File: config.mk
export PLATFORM = sky130hd
export DESIGN_NAME = mic_remote_control
export DESIGN_NICKNAME = d
export VERILOG_FILES = /design/src/design/mic_remote_control.v
export VERILOG_INCLUDE_DIRS = /design/src /design/src/design
export SDC_FILE = /design/constraint.sdc
export NUM_CORES = 2
export LEC_CHECK = 0
export BUFFER_PORTS_ARGS = -buffer_cell sky130_fd_sc_hd__buf_2
export CAP_MARGIN = 25
export CORE_ASPECT_RATIO = 1.2
export CORE_MARGIN = 2
export CORE_UTILIZATION = 65
export CTS_BUF_LIST = sky130_fd_sc_hd__clkbuf_4
export DETAILED_ROUTE_END_ITERATION = 10
export PLACE_DENSITY = 0.85
export SYNTH_ARGS = -nofsm -noshare
export SYNTH_HDL_FRONTEND = slang
export SYNTH_SLANG_ARGS = --single-unit
File: constraint.sdc
create_clock -name hclk -period 12.7 [get_ports hclk]
set_clock_uncertainty 0.05 [all_clocks]
set_input_delay 1.27 -clock hclk [delete_from_list [all_inputs] [get_ports hclk]]
set_output_delay 1.27 -clock hclk [all_outputs]
set_load 0.05 [all_outputs]
File: src/design/mic_remote_control_defines.vh
`ifndef MIC_REMOTE_CONTROL_DEFINES_VH
`define MIC_REMOTE_CONTROL_DEFINES_VH
// register byte offsets
`define REG_CTRL 12'h000
`define REG_ID 12'h004
`define REG_SYNC 12'h008
`define REG_CTLP 12'h00C
`define REG_PANEL 12'h010
`define PARAM_PAGE 4'h1
// reset values
`define RST_SOURCE 2'h2
`define RST_ID 6'h01
`define RST_SYNC 8'hFF
`define RST_CTLP 8'hFF
`define RST_PARAM 8'h00
// remote sources
`define SRC_OFF 2'h0
`define SRC_AES 2'h1
`define SRC_MIDI 2'h2
`define SRC_MADI 2'h3
// menu options and their value masks
`define OPT_LOWCUT 3'h0
`define OPT_PATTERN 3'h1
`define OPT_ATTEN 3'h2
`define OPT_MUTE 3'h3
`define OPT_LIMIT 3'h4
`define OPT_RAW1 3'h5
`define OPT_RAW2 3'h6
`define OPT_RAW4 3'h7
`define MASK_2BIT 8'h03
`define MASK_4BIT 8'h0F
`define MASK_1BIT 8'h01
`define MASK_BYTE 8'hFF
// microphone command bytes
`define MIC_CMD_LOWCUT 8'h10
`define MIC_CMD_PATTERN 8'h11
`define MIC_CMD_ATTEN 8'h12
`define MIC_CMD_MUTE 8'h13
`define MIC_CMD_LIMIT 8'h14
`define MIC_CMD_RAW1 8'h01
`define MIC_CMD_RAW2 8'h02
`define MIC_CMD_RAW4 8'h04
// remote command opcodes
`define OP_SET 8'h01
`define OP_STATUS 8'h02
`define OP_LOCK 8'h03
`define OP_UNLOCK 8'h04
`define OP_SYNC 8'h05
// status reply length minus one, header bytes
`define STAT_LAST 7'h47
`define STAT_HDR 7'h08
// user bit channel carrying midi on the optical/coax link
`define MADI_CH_48K 7'h38
`define MADI_CH_96K 7'h1C
`endif

File: src/design/mic_remote_control.v
// Overview of operation
// - sync pulses switch per channel; enabled channel lights its parameter led
// - phantom power off clears that channel's sync pulse enable
// - menu key enters menu lighting all eight leds; second press leaves
// - encoder steps options; with select held it steps that channel's value
// - every parameter change is saved to persistent store automatically
// - low cut codes 0..3 for off,40,80,160 hz, default off
// - pattern 0..15, default 0; 1 omni, 7 cardioid, 15 figure eight
// - pre-attenuation codes 0..3 for 0,-6,-12,-18 db, default 0
// - mute one bit, default off, sent to microphone as command
// - peak limiter one bit, default off
// - raw command bytes 1, 2, 4 each carry an editable eight-bit parameter
// - remote key picks aes, midi, madi or off; off ignores all commands
// - status request returns complete state including controls and leds
// - unit acts only on commands addressed to its programmable id
// - status replies leave on all outputs together, madi when fitted
// - incoming midi goes to processor and unchanged to midi output
// - link midi sits in user bit of channel 56, or 28 at 96k
// - link midi in goes to midi and link out; jack midi only if source midi
// - remote lock freezes panel except remote key; source off cancels it
`include "mic_remote_control_defines.vh"
`default_nettype none
module mic_remote_control (
	// clock and reset
	input wire hclk,
	input wire hresetn,
	// ahb-lite slave
	input wire hsel,
	input wire [11:0] haddr,
	input wire [1:0] htrans,
	input wire hwrite,
	input wire [2:0] hsize,
	input wire [31:0] hwdata,
	input wire hready,
	output wire hreadyout,
	output wire hresp,
	output reg [31:0] hrdata,
	// front panel
	input wire parameter_menu_key,
	input wire encoder_up,
	input wire encoder_down,
	input wire remote_key,
	input wire [7:0] select_key,
	input wire [7:0] digital_phantom_power,
	output reg [7:0] par_led,
	// remote byte streams
	input wire aes_rx_valid,
	input wire [7:0] aes_rx_data,
	input wire midi_rx_valid,
	input wire [7:0] midi_rx_data,
	input wire madi_rx_valid,
	input wire [7:0] madi_rx_data,
	input wire madi_fitted,
	input wire madi_frame96,
	input wire tx_ready,
	output reg midi_tx_valid,
	output reg [7:0] midi_tx_data,
	output reg madi_tx_valid,
	output reg [7:0] madi_tx_data,
	output reg [6:0] madi_midi_channel,
	// microphone control
	input wire [7:0] mic_slot,
	output wire [7:0] mic_cmd_valid,
	output wire [63:0] mic_cmd_byte,
	output wire [63:0] mic_par_byte,
	// persistent settings
	output reg save_strobe,
	output reg [5:0] save_index,
	output reg [7:0] save_data
);
	function [7:0] opt_mask;
		input [2:0] o;
		case (o)
			`OPT_LOWCUT: opt_mask = `MASK_2BIT;
			`OPT_PATTERN: opt_mask = `MASK_4BIT;
			`OPT_ATTEN: opt_mask = `MASK_2BIT;
			`OPT_MUTE: opt_mask = `MASK_1BIT;
			`OPT_LIMIT: opt_mask = `MASK_1BIT;
			default: opt_mask = `MASK_BYTE;
		endcase
	endfunction
	function [7:0] cmd_code;
		input [2:0] o;
		case (o)
			`OPT_LOWCUT: cmd_code = `MIC_CMD_LOWCUT;
			`OPT_PATTERN: cmd_code = `MIC_CMD_PATTERN;
			`OPT_ATTEN: cmd_code = `MIC_CMD_ATTEN;
			`OPT_MUTE: cmd_code = `MIC_CMD_MUTE;
			`OPT_LIMIT: cmd_code = `MIC_CMD_LIMIT;
			`OPT_RAW1: cmd_code = `MIC_CMD_RAW1;
			`OPT_RAW2: cmd_code = `MIC_CMD_RAW2;
			default: cmd_code = `MIC_CMD_RAW4;
		endcase
	endfunction

	reg [1:0] src_q;
	reg [1:0] src_d;
	reg lock_q;
	reg menu_q;
	reg [2:0] opt_q;
	reg [5:0] id_q;
	reg [7:0] sp_q;
	reg [7:0] sp_d;
	reg [7:0] cp_q;
	reg [7:0] cp_d;
	reg [7:0] par_q [0:63];
	reg ap_wr_q;
	reg [11:0] ap_addr_q;
	reg [1:0] cnt_q;
	reg hit_q;
	reg [7:0] op_q;
	reg [7:0] arg_q;
	reg stat_busy_q;
	reg [6:0] stat_idx_q;
	reg [7:0] stat_byte;
	reg [31:0] rd_d;
	reg sel_found;
	reg [2:0] sel_ch;
	reg pw_en;
	reg [5:0] pw_idx;
	reg [7:0] pw_val;
	reg [7:0] cur;
	reg rx_v;
	reg [7:0] rx_d;
	integer i;

	assign hreadyout = 1'b1;
	assign hresp = 1'b0;

	wire unlocked = ~lock_q;
	wire bus_wr = ap_wr_q;
	wire bus_pw = bus_wr && (ap_addr_q[11:8] == `PARAM_PAGE);
	wire enc_step = encoder_up ^ encoder_down;
	wire panel_edit = unlocked && menu_q && sel_found && enc_step;

	// lowest held select key names the channel being edited
	always @* begin
		sel_found = 1'b0;
		sel_ch = 3'h0;
		for (i = 7; i >= 0; i = i - 1) begin
			if (select_key[i]) begin
				sel_found = 1'b1;
				sel_ch = i[2:0];
			end
		end
	end

	// remote source selection; off passes nothing through to the parser
	always @* begin
		case (src_q)
			`SRC_AES: begin
				rx_v = aes_rx_valid;
				rx_d = aes_rx_data;
			end
			`SRC_MIDI: begin
				rx_v = midi_rx_valid;
				rx_d = midi_rx_data;
			end
			`SRC_MADI: begin
				rx_v = madi_rx_valid;
				rx_d = madi_rx_data;
			end
			default: begin
				rx_v = 1'b0;
				rx_d = 8'h00;
			end
		endcase
	end

	// frame: start byte (bit7 set, id), opcode, arg {v7,ch,opt}, value
	wire exec = rx_v && !rx_d[7] && (cnt_q == 2'h3) && hit_q;
	wire rc_set = exec && (op_q == `OP_SET);
	wire rc_status = exec && (op_q == `OP_STATUS);
	wire [7:0] rc_val = {arg_q[6], rx_d[6:0]};

	always @(posedge hclk or negedge hresetn) begin
		if (!hresetn) begin
			cnt_q <= 2'h0;
			hit_q <= 1'b0;
			op_q <= 8'h00;
			arg_q <= 8'h00;
		end else if (rx_v) begin
			if (rx_d[7]) begin
				cnt_q <= 2'h1;
				hit_q <= (rx_d[5:0] == id_q);
			end else begin
				case (cnt_q)
					2'h1: begin
						op_q <= rx_d;
						cnt_q <= 2'h2;
					end
					2'h2: begin
						arg_q <= rx_d;
						cnt_q <= 2'h3;
					end
					2'h3: cnt_q <= 2'h0;
					default: cnt_q <= 2'h0;
				endcase
			end
		end
	end

	// single parameter write port: bus, then remote, then panel
	always @* begin
		pw_en = 1'b0;
		pw_idx = 6'h00;
		pw_val = 8'h00;
		cur = 8'h00;
		if (bus_pw) begin
			pw_en = 1'b1;
			pw_idx = ap_addr_q[7:2];
			pw_val = hwdata[7:0] & opt_mask(ap_addr_q[4:2]);
		end else if (rc_set) begin
			pw_en = 1'b1;
			pw_idx = arg_q[5:0];
			pw_val = rc_val & opt_mask(arg_q[2:0]);
		end else if (panel_edit) begin
			pw_en = 1'b1;
			pw_idx = {sel_ch, opt_q};
			cur = par_q[{sel_ch, opt_q}];
			pw_val = (encoder_up ? cur + 8'h01 : cur - 8'h01) & opt_mask(opt_q);
		end
	end

	always @(posedge hclk or negedge hresetn) begin
		if (!hresetn) begin
			for (i = 0; i < 64; i = i + 1) begin
				par_q[i] <= `RST_PARAM;
			end
			save_strobe <= 1'b0;
			save_index <= 6'h00;
			save_data <= 8'h00;
		end else begin
			save_strobe <= pw_en;
			if (pw_en) begin
				par_q[pw_idx] <= pw_val;
				save_index <= pw_idx;
				save_data <= pw_val;
			end
		end
	end

	// source, lock, menu, option, id, pulse enables
	always @* begin
		src_d = src_q;
		if (bus_wr && ap_addr_q == `REG_CTRL) begin
			src_d = hwdata[1:0];
		end else if (remote_key) begin
			src_d = src_q + 2'h1;
		end
		sp_d = sp_q;
		if (bus_wr && ap_addr_q == `REG_SYNC) begin
			sp_d = hwdata[7:0];
		end else if (exec && op_q == `OP_SYNC) begin
			sp_d = rc_val;
		end
		cp_d = cp_q;
		if (bus_wr && ap_addr_q == `REG_CTLP) begin
			cp_d = hwdata[7:0];
		end
	end

	always @(posedge hclk or negedge hresetn) begin
		if (!hresetn) begin
			src_q <= `RST_SOURCE;
			lock_q <= 1'b0;
			menu_q <= 1'b0;
			opt_q <= `OPT_LOWCUT;
			id_q <= `RST_ID;
			sp_q <= `RST_SYNC;
			cp_q <= `RST_CTLP;
			par_led <= 8'h00;
			madi_midi_channel <= `MADI_CH_48K;
		end else begin
			src_q <= src_d;
			if (src_d == `SRC_OFF) begin
				lock_q <= 1'b0;
			end else if (exec && op_q == `OP_LOCK) begin
				lock_q <= 1'b1;
			end else if (exec && op_q == `OP_UNLOCK) begin
				lock_q <= 1'b0;
			end
			if (unlocked && parameter_menu_key) begin
				menu_q <= ~menu_q;
			end
			if (unlocked && menu_q && !sel_found && enc_step) begin
				opt_q <= encoder_up ? opt_q + 3'h1 : opt_q - 3'h1;
			end
			if (bus_wr && ap_addr_q == `REG_ID) begin
				id_q <= hwdata[5:0];
			end
			sp_q <= sp_d & digital_phantom_power;
			cp_q <= cp_d & digital_phantom_power;
			par_led <= menu_q ? 8'hFF : sp_q;
			madi_midi_channel <= madi_frame96 ? `MADI_CH_96K : `MADI_CH_48K;
		end
	end

	// status reply: eight header bytes then all 64 parameter bytes
	wire [6:0] stat_off = stat_idx_q - `STAT_HDR;
	always @* begin
		case (stat_idx_q)
			7'h00: stat_byte = {2'h0, id_q};
			7'h01: stat_byte = {1'b0, opt_q, menu_q, lock_q, src_q};
			7'h02: stat_byte = sp_q;
			7'h03: stat_byte = cp_q;
			7'h04: stat_byte = par_led;
			7'h05: stat_byte = digital_phantom_power;
			7'h06: stat_byte = select_key;
			7'h07: stat_byte = {6'h00, madi_fitted, madi_frame96};
			default: stat_byte = par_q[stat_off[5:0]];
		endcase
	end

	wire stat_go = stat_busy_q && tx_ready && !midi_rx_valid && !madi_rx_valid;

	always @(posedge hclk or negedge hresetn) begin
		if (!hresetn) begin
			stat_busy_q <= 1'b0;
			stat_idx_q <= 7'h00;
			midi_tx_valid <= 1'b0;
			midi_tx_data <= 8'h00;
			madi_tx_valid <= 1'b0;
			madi_tx_data <= 8'h00;
		end else begin
			if (!stat_busy_q && rc_status) begin
				stat_busy_q <= 1'b1;
				stat_idx_q <= 7'h00;
			end else if (stat_go) begin
				stat_idx_q <= stat_idx_q + 7'h01;
				if (stat_idx_q == `STAT_LAST) begin
					stat_busy_q <= 1'b0;
				end
			end
			midi_tx_valid <= midi_rx_valid || madi_rx_valid || stat_go;
			if (midi_rx_valid) begin
				midi_tx_data <= midi_rx_data;
			end else if (madi_rx_valid) begin
				midi_tx_data <= madi_rx_data;
			end else if (stat_go) begin
				midi_tx_data <= stat_byte;
			end
			madi_tx_valid <= madi_rx_valid || (midi_rx_valid && src_q == `SRC_MIDI) || (stat_go && madi_fitted);
			if (madi_rx_valid) begin
				madi_tx_data <= madi_rx_data;
			end else if (midi_rx_valid && src_q == `SRC_MIDI) begin
				madi_tx_data <= midi_rx_data;
			end else if (stat_go) begin
				madi_tx_data <= stat_byte;
			end
		end
	end

	// per-channel pending command toward the microphone
	genvar g;
	generate
		for (g = 0; g < 8; g = g + 1) begin : chan
			localparam [2:0] CH = g;
			reg pend_q;
			reg [2:0] popt_q;
			reg valid_q;
			reg [7:0] cmd_q;
			reg [7:0] val_q;
			wire fire = pend_q && mic_slot[g] && cp_q[g];
			always @(posedge hclk or negedge hresetn) begin
				if (!hresetn) begin
					pend_q <= 1'b0;
					popt_q <= 3'h0;
					valid_q <= 1'b0;
					cmd_q <= 8'h00;
					val_q <= 8'h00;
				end else begin
					valid_q <= fire;
					if (fire) begin
						cmd_q <= cmd_code(popt_q);
						val_q <= par_q[{CH, popt_q}];
					end
					if (pw_en && pw_idx[5:3] == CH) begin
						pend_q <= 1'b1;
						popt_q <= pw_idx[2:0];
					end else if (fire) begin
						pend_q <= 1'b0;
					end
				end
			end
			assign mic_cmd_valid[g] = valid_q;
			assign mic_cmd_byte[8*g+7:8*g] = cmd_q;
			assign mic_par_byte[8*g+7:8*g] = val_q;
		end
	endgenerate

	// ahb-lite: zero wait states, read data registered in the address phase
	always @* begin
		rd_d = 32'h00000000;
		if (haddr[11:8] == `PARAM_PAGE) begin
			rd_d = {24'h000000, par_q[haddr[7:2]]};
		end else begin
			case (haddr)
				`REG_CTRL: rd_d = {25'h0000000, opt_q, menu_q, lock_q, src_q};
				`REG_ID: rd_d = {26'h0000000, id_q};
				`REG_SYNC: rd_d = {24'h000000, sp_q};
				`REG_CTLP: rd_d = {24'h000000, cp_q};
				`REG_PANEL: rd_d = {8'h00, select_key, digital_phantom_power, par_led};
				default: rd_d = 32'h00000000;
			endcase
		end
	end

	wire ap_take = hsel && htrans[1] && hready;

	always @(posedge hclk or negedge hresetn) begin
		if (!hresetn) begin
			ap_wr_q <= 1'b0;
			ap_addr_q <= 12'h000;
			hrdata <= 32'h00000000;
		end else begin
			ap_wr_q <= ap_take && hwrite;
			if (ap_take) begin
				ap_addr_q <= {haddr[11:2], 2'h0};
			end
			hrdata <= (ap_take && !hwrite) ? rd_d : 32'h00000000;
		end
	end
endmodule // mic_remote_control
`default_nettype wire

Yosys cells after proc, flatten, opt, wreduce, memory -nomap -nowiden

Index checks and enable logic that the tools add are counted.

Logic and storage cells: 493
Output and inout bits: 218
Bits in registers: 824
Bits of input ports: 112

Bitwise gates (word level): 21
Eq/ne operators: 96
Reductions and logical operators: 103
Magnitude comparators: 13
$add $sub $neg: 7
Muxes and demuxes: 124

Operators with widths:

| kind                                                                    | number |
|---|---|
| 8-bit binary-select mux with 6-bit select                               | 11 |
| 512-bit bitwise mux                                                     | 1 |
| 8-bit two-way mux                                                       | 42 |
| 5-bit one-hot mux with 7 select lines                                   | 8 |
| 24-bit one-hot mux with 5 select lines                                  | 1 |
| 8-bit one-hot mux with 3 select lines                                   | 4 |
| 3-bit equality test (second input constant)                             | 31 |
| 7-bit >= comparator (second input constant)                             | 12 |
| 3-bit by 2-bit equality test with 1-bit output (second input constant)  | 24 |
| 8-bit one-hot mux with 8 select lines                                   | 1 |
| 6-bit inverter with 7-bit output                                        | 8 |
| 1-bit logical AND                                                       | 54 |
| 8-bit demux with 6-bit select                                           | 1 |
| 7-bit by 3-bit equality test with 1-bit output (second input constant)  | 6 |
| 8-bit AND                                                               | 5 |
| 3-bit by 1-bit equality test with 1-bit output (second input constant)  | 12 |
| 3-bit logical NOT                                                       | 12 |
| 1-bit two-way mux                                                       | 33 |
| 32-bit two-way mux                                                      | 1 |
| 7-bit by 2-bit equality test with 1-bit output (second input constant)  | 4 |
| 3-bit two-way mux                                                       | 9 |
| 12-bit by 4-bit equality test with 1-bit output (second input constant) | 2 |
| 12-bit logical NOT                                                      | 2 |
| 24-bit two-way mux                                                      | 1 |
| other kinds (37)                                                        | 79 |

Depth between registers and ports, before layout

Depth after elaboration: 19
Depth in mapped cells: 20
Gate-level depth less buffers: 16

Least setup slack after synthesis

Ideal clock, no wire load.

Kind: input -> register
Start: input port select_key[0]
End: register par_q[14] (netlist name)
Path slack: 6.805 ns
Data required time: 12.516 ns
Arrival: 5.711 ns
Stages: 20
Setup time: 0.134 ns
Path buffers: 5
Path through: clkbuf_1 > nor3_1 > o21ai_1 > nand2_1 > buf_2 > buf_1 > buf_2 > mux4_2 > nand2_1 > a31oi_1 > fa_1 > a21o_1 > a21oi_1 > o21ai_0 > a21oi_1 > xor2_1 > o21ai_0 > a21oi_1 > clkbuf_1 > o21ai_0

Cells in the longest elaborated chain, start to end: 12
Elaborated cells between the ends (all ways): 28
Those cells by class: add/sub: 2; order compare: 2; mux: 18; bitwise: 3; reduce/logical: 3

Ends and longest elaborated chain:

| element                                                                                            | RTL line                                           | source |
|---|---|---|
| start: declaration                                                                                 | mic_remote_control.v:43                            | `input wire [7:0] select_key,` |
| 3-bit two-way mux / 1-bit two-way mux (equally long branches)                                      | mic_remote_control.v:141                           | `if (select_key[i]) begin` |
| 6-bit inverter with 7-bit output (implied by the code) / 1-bit logical AND (equally long branches) | mic_remote_control.v:220, mic_remote_control.v:134 |  |
| 8-bit binary-select mux with 6-bit select / 1-bit logical AND (equally long branches)              | mic_remote_control.v:220, mic_remote_control.v:134 |  |
| 8-bit two-way mux (implied by the code) / 6-bit two-way mux (equally long branches)                | mic_remote_control.v:220, mic_remote_control.v:217 |  |
| 8-bit two-way mux (implied by the code) / 6-bit two-way mux (equally long branches)                | mic_remote_control.v:220, mic_remote_control.v:213 |  |
| 8-bit by 1-bit subtractor with 8-bit output, or another cell as far along                          | mic_remote_control.v:221                           | `pw_val = (encoder_up ? cur + 8'h01 : cur - 8'h01) & opt_mask(opt_q);` |
| 8-bit two-way mux / 6-bit inverter with 7-bit output (equally long branches)                       | mic_remote_control.v:221, mic_remote_control.v:236 |  |
| 8-bit AND, or another cell as far along                                                            | mic_remote_control.v:221                           |  |
| 8-bit two-way mux / 1-bit logical AND (equally long branches)                                      | mic_remote_control.v:217, mic_remote_control.v:236 |  |
| 8-bit two-way mux (on tied branches)                                                               | mic_remote_control.v:213, mic_remote_control.v:236 |  |
| 8-bit two-way mux / 8-bit demux with 6-bit select (equally long branches)                          | mic_remote_control.v:209, mic_remote_control.v:236 |  |
| 512-bit bitwise mux                                                                                | mic_remote_control.v:236                           | `par_q[pw_idx] <= pw_val;` |
| end signal: indexed assignment                                                                     | mic_remote_control.v:228                           | `` par_q[i] <= `RST_PARAM; `` |
| end signal: indexed assignment                                                                     | mic_remote_control.v:236                           |  |
| end: declaration                                                                                   | mic_remote_control.v:106                           | `reg [7:0] par_q [0:63];` |

Several ways; a longest one is shown, not always the timed one. The select of a mux whose other input is x is not followed.
A chain may end at the register's enable or synchronous reset.

Worst setup path after layout

Start: register opt_q[0]
End: register par_q[7] (netlist name)

Cells in the longest elaborated chain, start to end: 11
Elaborated cells between the ends (all ways): 32
Those cells by class: add/sub: 2; order compare: 2; eq/ne: 4; mux: 17; bitwise: 3; reduce/logical: 4

Ends and longest elaborated chain:

| element                                                                                                 | RTL line                                           | source |
|---|---|---|
| start: declaration                                                                                      | mic_remote_control.v:100                           | `reg [2:0] opt_q;` |
| start signal: assignment                                                                                | mic_remote_control.v:268                           | `` opt_q <= `OPT_LOWCUT; `` |
| start signal: assignment                                                                                | mic_remote_control.v:287                           | `opt_q <= encoder_up ? opt_q + 3'h1 : opt_q - 3'h1;` |
| 6-bit inverter with 7-bit output (implied by the code), or another cell as far along                    | mic_remote_control.v:220                           | `cur = par_q[{sel_ch, opt_q}];` |
| 8-bit binary-select mux with 6-bit select / 2-bit OR reduction (equally long branches)                  | --                                                 |  |
| 8-bit two-way mux (implied by the code) / 8-bit one-hot mux with 3 select lines (equally long branches) | mic_remote_control.v:220, mic_remote_control.v:73  |  |
| 8-bit two-way mux (on tied branches)                                                                    | mic_remote_control.v:220, mic_remote_control.v:217 |  |
| 8-bit by 1-bit subtractor with 8-bit output, or another cell as far along                               | mic_remote_control.v:221                           |  |
| 8-bit two-way mux (on tied branches)                                                                    | mic_remote_control.v:221, mic_remote_control.v:209 |  |
| 8-bit AND                                                                                               | mic_remote_control.v:221                           |  |
| 8-bit two-way mux                                                                                       | mic_remote_control.v:217                           | `end else if (panel_edit) begin` |
| 8-bit two-way mux                                                                                       | mic_remote_control.v:213                           | `end else if (rc_set) begin` |
| 8-bit two-way mux                                                                                       | mic_remote_control.v:209                           | `if (bus_pw) begin` |
| 512-bit bitwise mux *                                                                                   | mic_remote_control.v:236                           |  |

Every way passes the cells marked *; elsewhere a longest branch is shown, timed or not. The select of a mux whose other input is x is not followed.

==> summary.txt <==
Status = complete, no violations
Layout Utilization = 71.8%
Slew Viols, Final = 0
CP max FO = 45
Arr. time, crit path = 7.96 ns
Post-synthesis simple-gate area fraction = 10.8%
Synth area leader = dfrtp_1
Root buffer cell = clkbuf_4
Worst-path clk slew = 0.07 ns
Sw Share = 33.3%
Drt pass-1 iters = 9
Yosys reg bits = 780
DIE HEIGHT = 298 µm
CTS tree = built
# fillers = 4475
Synth Area in Compound Gates = 8.08%
Max_slew headroom = 23.5%
Detailed Place HPWL = 104000 µm
Largest family of logic cells by synthesized area = multiplexers
Hold WC Path Type = input port to asynchronous set/reset pin
Reg2reg end = par_q[7]$_DFFE_PN0P_
Largest net degree at the start of global routing = 184
RePlAce Congestion = 1.02
Part of the power in registers = 44.6%
Top cell type's share of synthesized area = 40.7%
First-pass GRT wire length = 238000 µm
Fmax = 0.142 GHz
Unrepaired setup endpoints after global routing = false
Via Count = 37700
Peak VDD IR = 0.103 mV
Critical Path End Type = register
Post-CTS setup buffer count = 0
Gates resized, CTS repair = 0
Total gr overflow = 0
P&R area growth vs syn = 9.11%
CP required = 13.64 ns
Vias per cell = 7.44
Worst-case clock buffer depth = 3
Flop-to-flop setup slack = 5.68 ns
Antenna violations before repair = 27
Die X = 249 µm
Mux contribution to synthesized area = 34.3%
Layout cell share with drive strength beyond 1 = 34.0%
Post-Synthesis Cells = 3780
Final net count = 4122
Clk pwr share = 35.8%
EDFF count, synth = 0
# DRC = 0
Switch Pwr = 2.04 mW
Worst Hold Slack = 0.0767 ns
Shortest period the worst path allows = 7.02 ns
# hold bufs at CTS = 0
Total track usage = 43.9%
DRT Wirelength = 160000 µm
PD cells = 120 nW/µm²
Xor-xnor portion of the synthesized cell area = 0.580%
Pleak = 21.9 nW
MaxCap Viol Count = 0
Final Cycle Share = 55.3%
ANT nets after route = 0
Register area share after synthesis = 41.8%
Mapped Avg Cell Area = 12.4 µm²
Final-report setup violation count = 0
Reg2reg path depth = 11
IO buf count = 254
H-Tree Level Count = 4
Drt initial violations = 6126
Number of CTS-inserted buffers = 194
Post-Synth Adder-Cell Area = 0.631%
WL/cell = 31.5 µm
Die ar. = 74200 µm²
Final TNS setup = 0 ns
Async S/R FF share, synth = 100%
Core box area = 71100 µm²
Synth top cells by count = dfrtp_1, mux4_2, nand2_1
Final hold viol count = 0
Netlist Area Pre-Place = 46800 µm²
Yosys cell types = 79
Vias in the first global route = 37300
Rows = 107
Synth Warn # = 0
Most frequent cell after synthesis = dfrtp_1
Crit path launch type = register
Effective utilization at floorplan = 65.8%
Synth top area cells = dfrtp_1, mux4_2, nand2_1, o21ai_0, mux2i_1
Synth Flop Type = dfrtp_1
Num Clock Sinks = 780
Logic pwr share = 19.6%
Top-level port count = 330
Worst-Margin Slew = 1.14 ns
Worst-skew pair later-pin latency = 1.19 ns
WS Path Type = register to register
Reg2reg start = opt_q[0]$_DFFE_PN0P_
Int Pwr = 4.09 mW
metal layers:
metal,track usage (%),up-vias,share of wire (%)
met1,52.5,18500,31
met2,62.9,3503,44
met3,18.0,976,15
met4,35.8,30,10
met5,1.69,-,0.21
li1,-,14700,-
power by group through the flow:
| stage | sequential (mW) | clock (mW) | combinational, mW |
|---|---|---|---|
| 2_1_floorplan | 2.83 | 0 | 0.696 |
| 3_3_place_gp | 2.77 | 0 | 1.14 |
| 3_5_place_dp | 2.78 | 0 | 1.16 |
| 4_1_cts | 2.73 | 2.19 | 1.16 |
| 5_1_grt | 2.74 | 2.33 | 1.25 |
| 6_report | 2.73 | 2.19 | 1.20 |
cell families (layout without fill, tap and decap cells):
family | count (synthesis) | count (layout)
DFF | 780 | 780
and+or+nand+nor | 1080 | 1080
xor gates and xnor gates | 31 | 31
muxes | 824 | 824
adders and majority gates | 23 | 23
AOI/OAI and AO/OA | 644 | 644
other | 2 | 59
buffers and inverters | 396 | 698
layout by cell type, fill, tap and decap left out, drive strengths merged, types with 11 or more instances in the layout:
master / count
nor4: 11
and3: 15
nand3: 41
buf: 325
dfrtp: 761
o31ai: 14
conb: 47
clkbuf: 286
nand2b: 11
xnor2: 24
ha: 22
clkinv: 42
nand2: 575
nor2: 132
a21o: 14
a222oi: 20
dfstp: 19
a22oi: 14
inv: 40
mux4: 617
nor3: 28
diode: 12
a21oi: 97
nor2b: 55
a31oi: 41
o21ai: 375
mux2i: 131
and2: 176
mux2: 76
state kept, by name, summed over array words and instances (netlist names), 6 cells and up:
| name | count |
|---|---|
| op_q | 7 |
| chan.popt_q | 24 |
| cp_q | 8 |
| id_q | 6 |
| chan.val_q | 64 |
| chan.valid_q | 8 |
| save_index | 6 |
| chan.pend_q | 8 |
| stat_idx_q | 7 |
| chan.cmd_q | 32 |
| arg_q | 7 |
| par_q | 512 |
| midi_tx_data | 8 |
| madi_tx_data | 8 |
| ap_addr_q | 10 |
| hrdata | 24 |
| sp_q | 8 |
| save_data | 8 |
| par_led | 8 |
worst max-delay path, cell delays in order, from the launching register on:
cell and delay [ns]:
dfrtp_4 1.08, buf_4 0.63, clkinv_1 0.89, a2111oi_0 0.65, o31ai_1 0.24, a31oi_2 0.75, buf_4 0.39, nand2_1 0.14
nor2_2 0.83, nand2_1 0.71, nor2_1 0.32, a21oi_1 0.14
area by class of cell:
type / count / area, µm² / share of cell area, %
tap: 926 / 1160 / 2.27
timing repair buffer: 326 / 1970 / 3.87
multi-input combinational: 2649 / 25700 / 50.4
inverter: 36 / 136 / 0.267
sequential: 780 / 19600 / 38.3
clock buffer: 285 / 2140 / 4.19
antenna: 12 / 30.0 / 0.0588
clock inverter: 51 / 328 / 0.642
through the flow:
stage / instances / total power [mW] / setup slack [ns] / area [µm²]
finish: 5065 / 6.13 / 5.68 / 51100
global route: 5059 / 6.32 / 5.48 / 51100
CTS: 5046 / 6.09 / 6.25 / 50900
detailed placement: 4710 / 3.93 / 6.15 / 48400
global placement: 4709 / 3.91 / 6.22 / 48400
floorplan: 3825 / 3.52 / 6.80 / 47000
worst max-delay path by stage:
stage	depth (start not counted)	start	slack, ns	end
6_report	11	opt_q[0]$_DFFE_PN0P_	5.68	par_q[7]$_DFFE_PN0P_
5_1_grt	11	opt_q[0]$_DFFE_PN0P_	5.48	par_q[391]$_DFFE_PN0P_
4_1_cts	11	opt_q[0]$_DFFE_PN0P_	6.25	par_q[7]$_DFFE_PN0P_
3_5_place_dp	19	select_key[0]	6.15	par_q[182]$_DFFE_PN0P_
3_3_place_gp	18	select_key[0]	6.22	par_q[119]$_DFFE_PN0P_
2_1_floorplan	20	select_key[0]	6.80	par_q[14]$_DFFE_PN0P_
(Power assumes the default switching activity.)
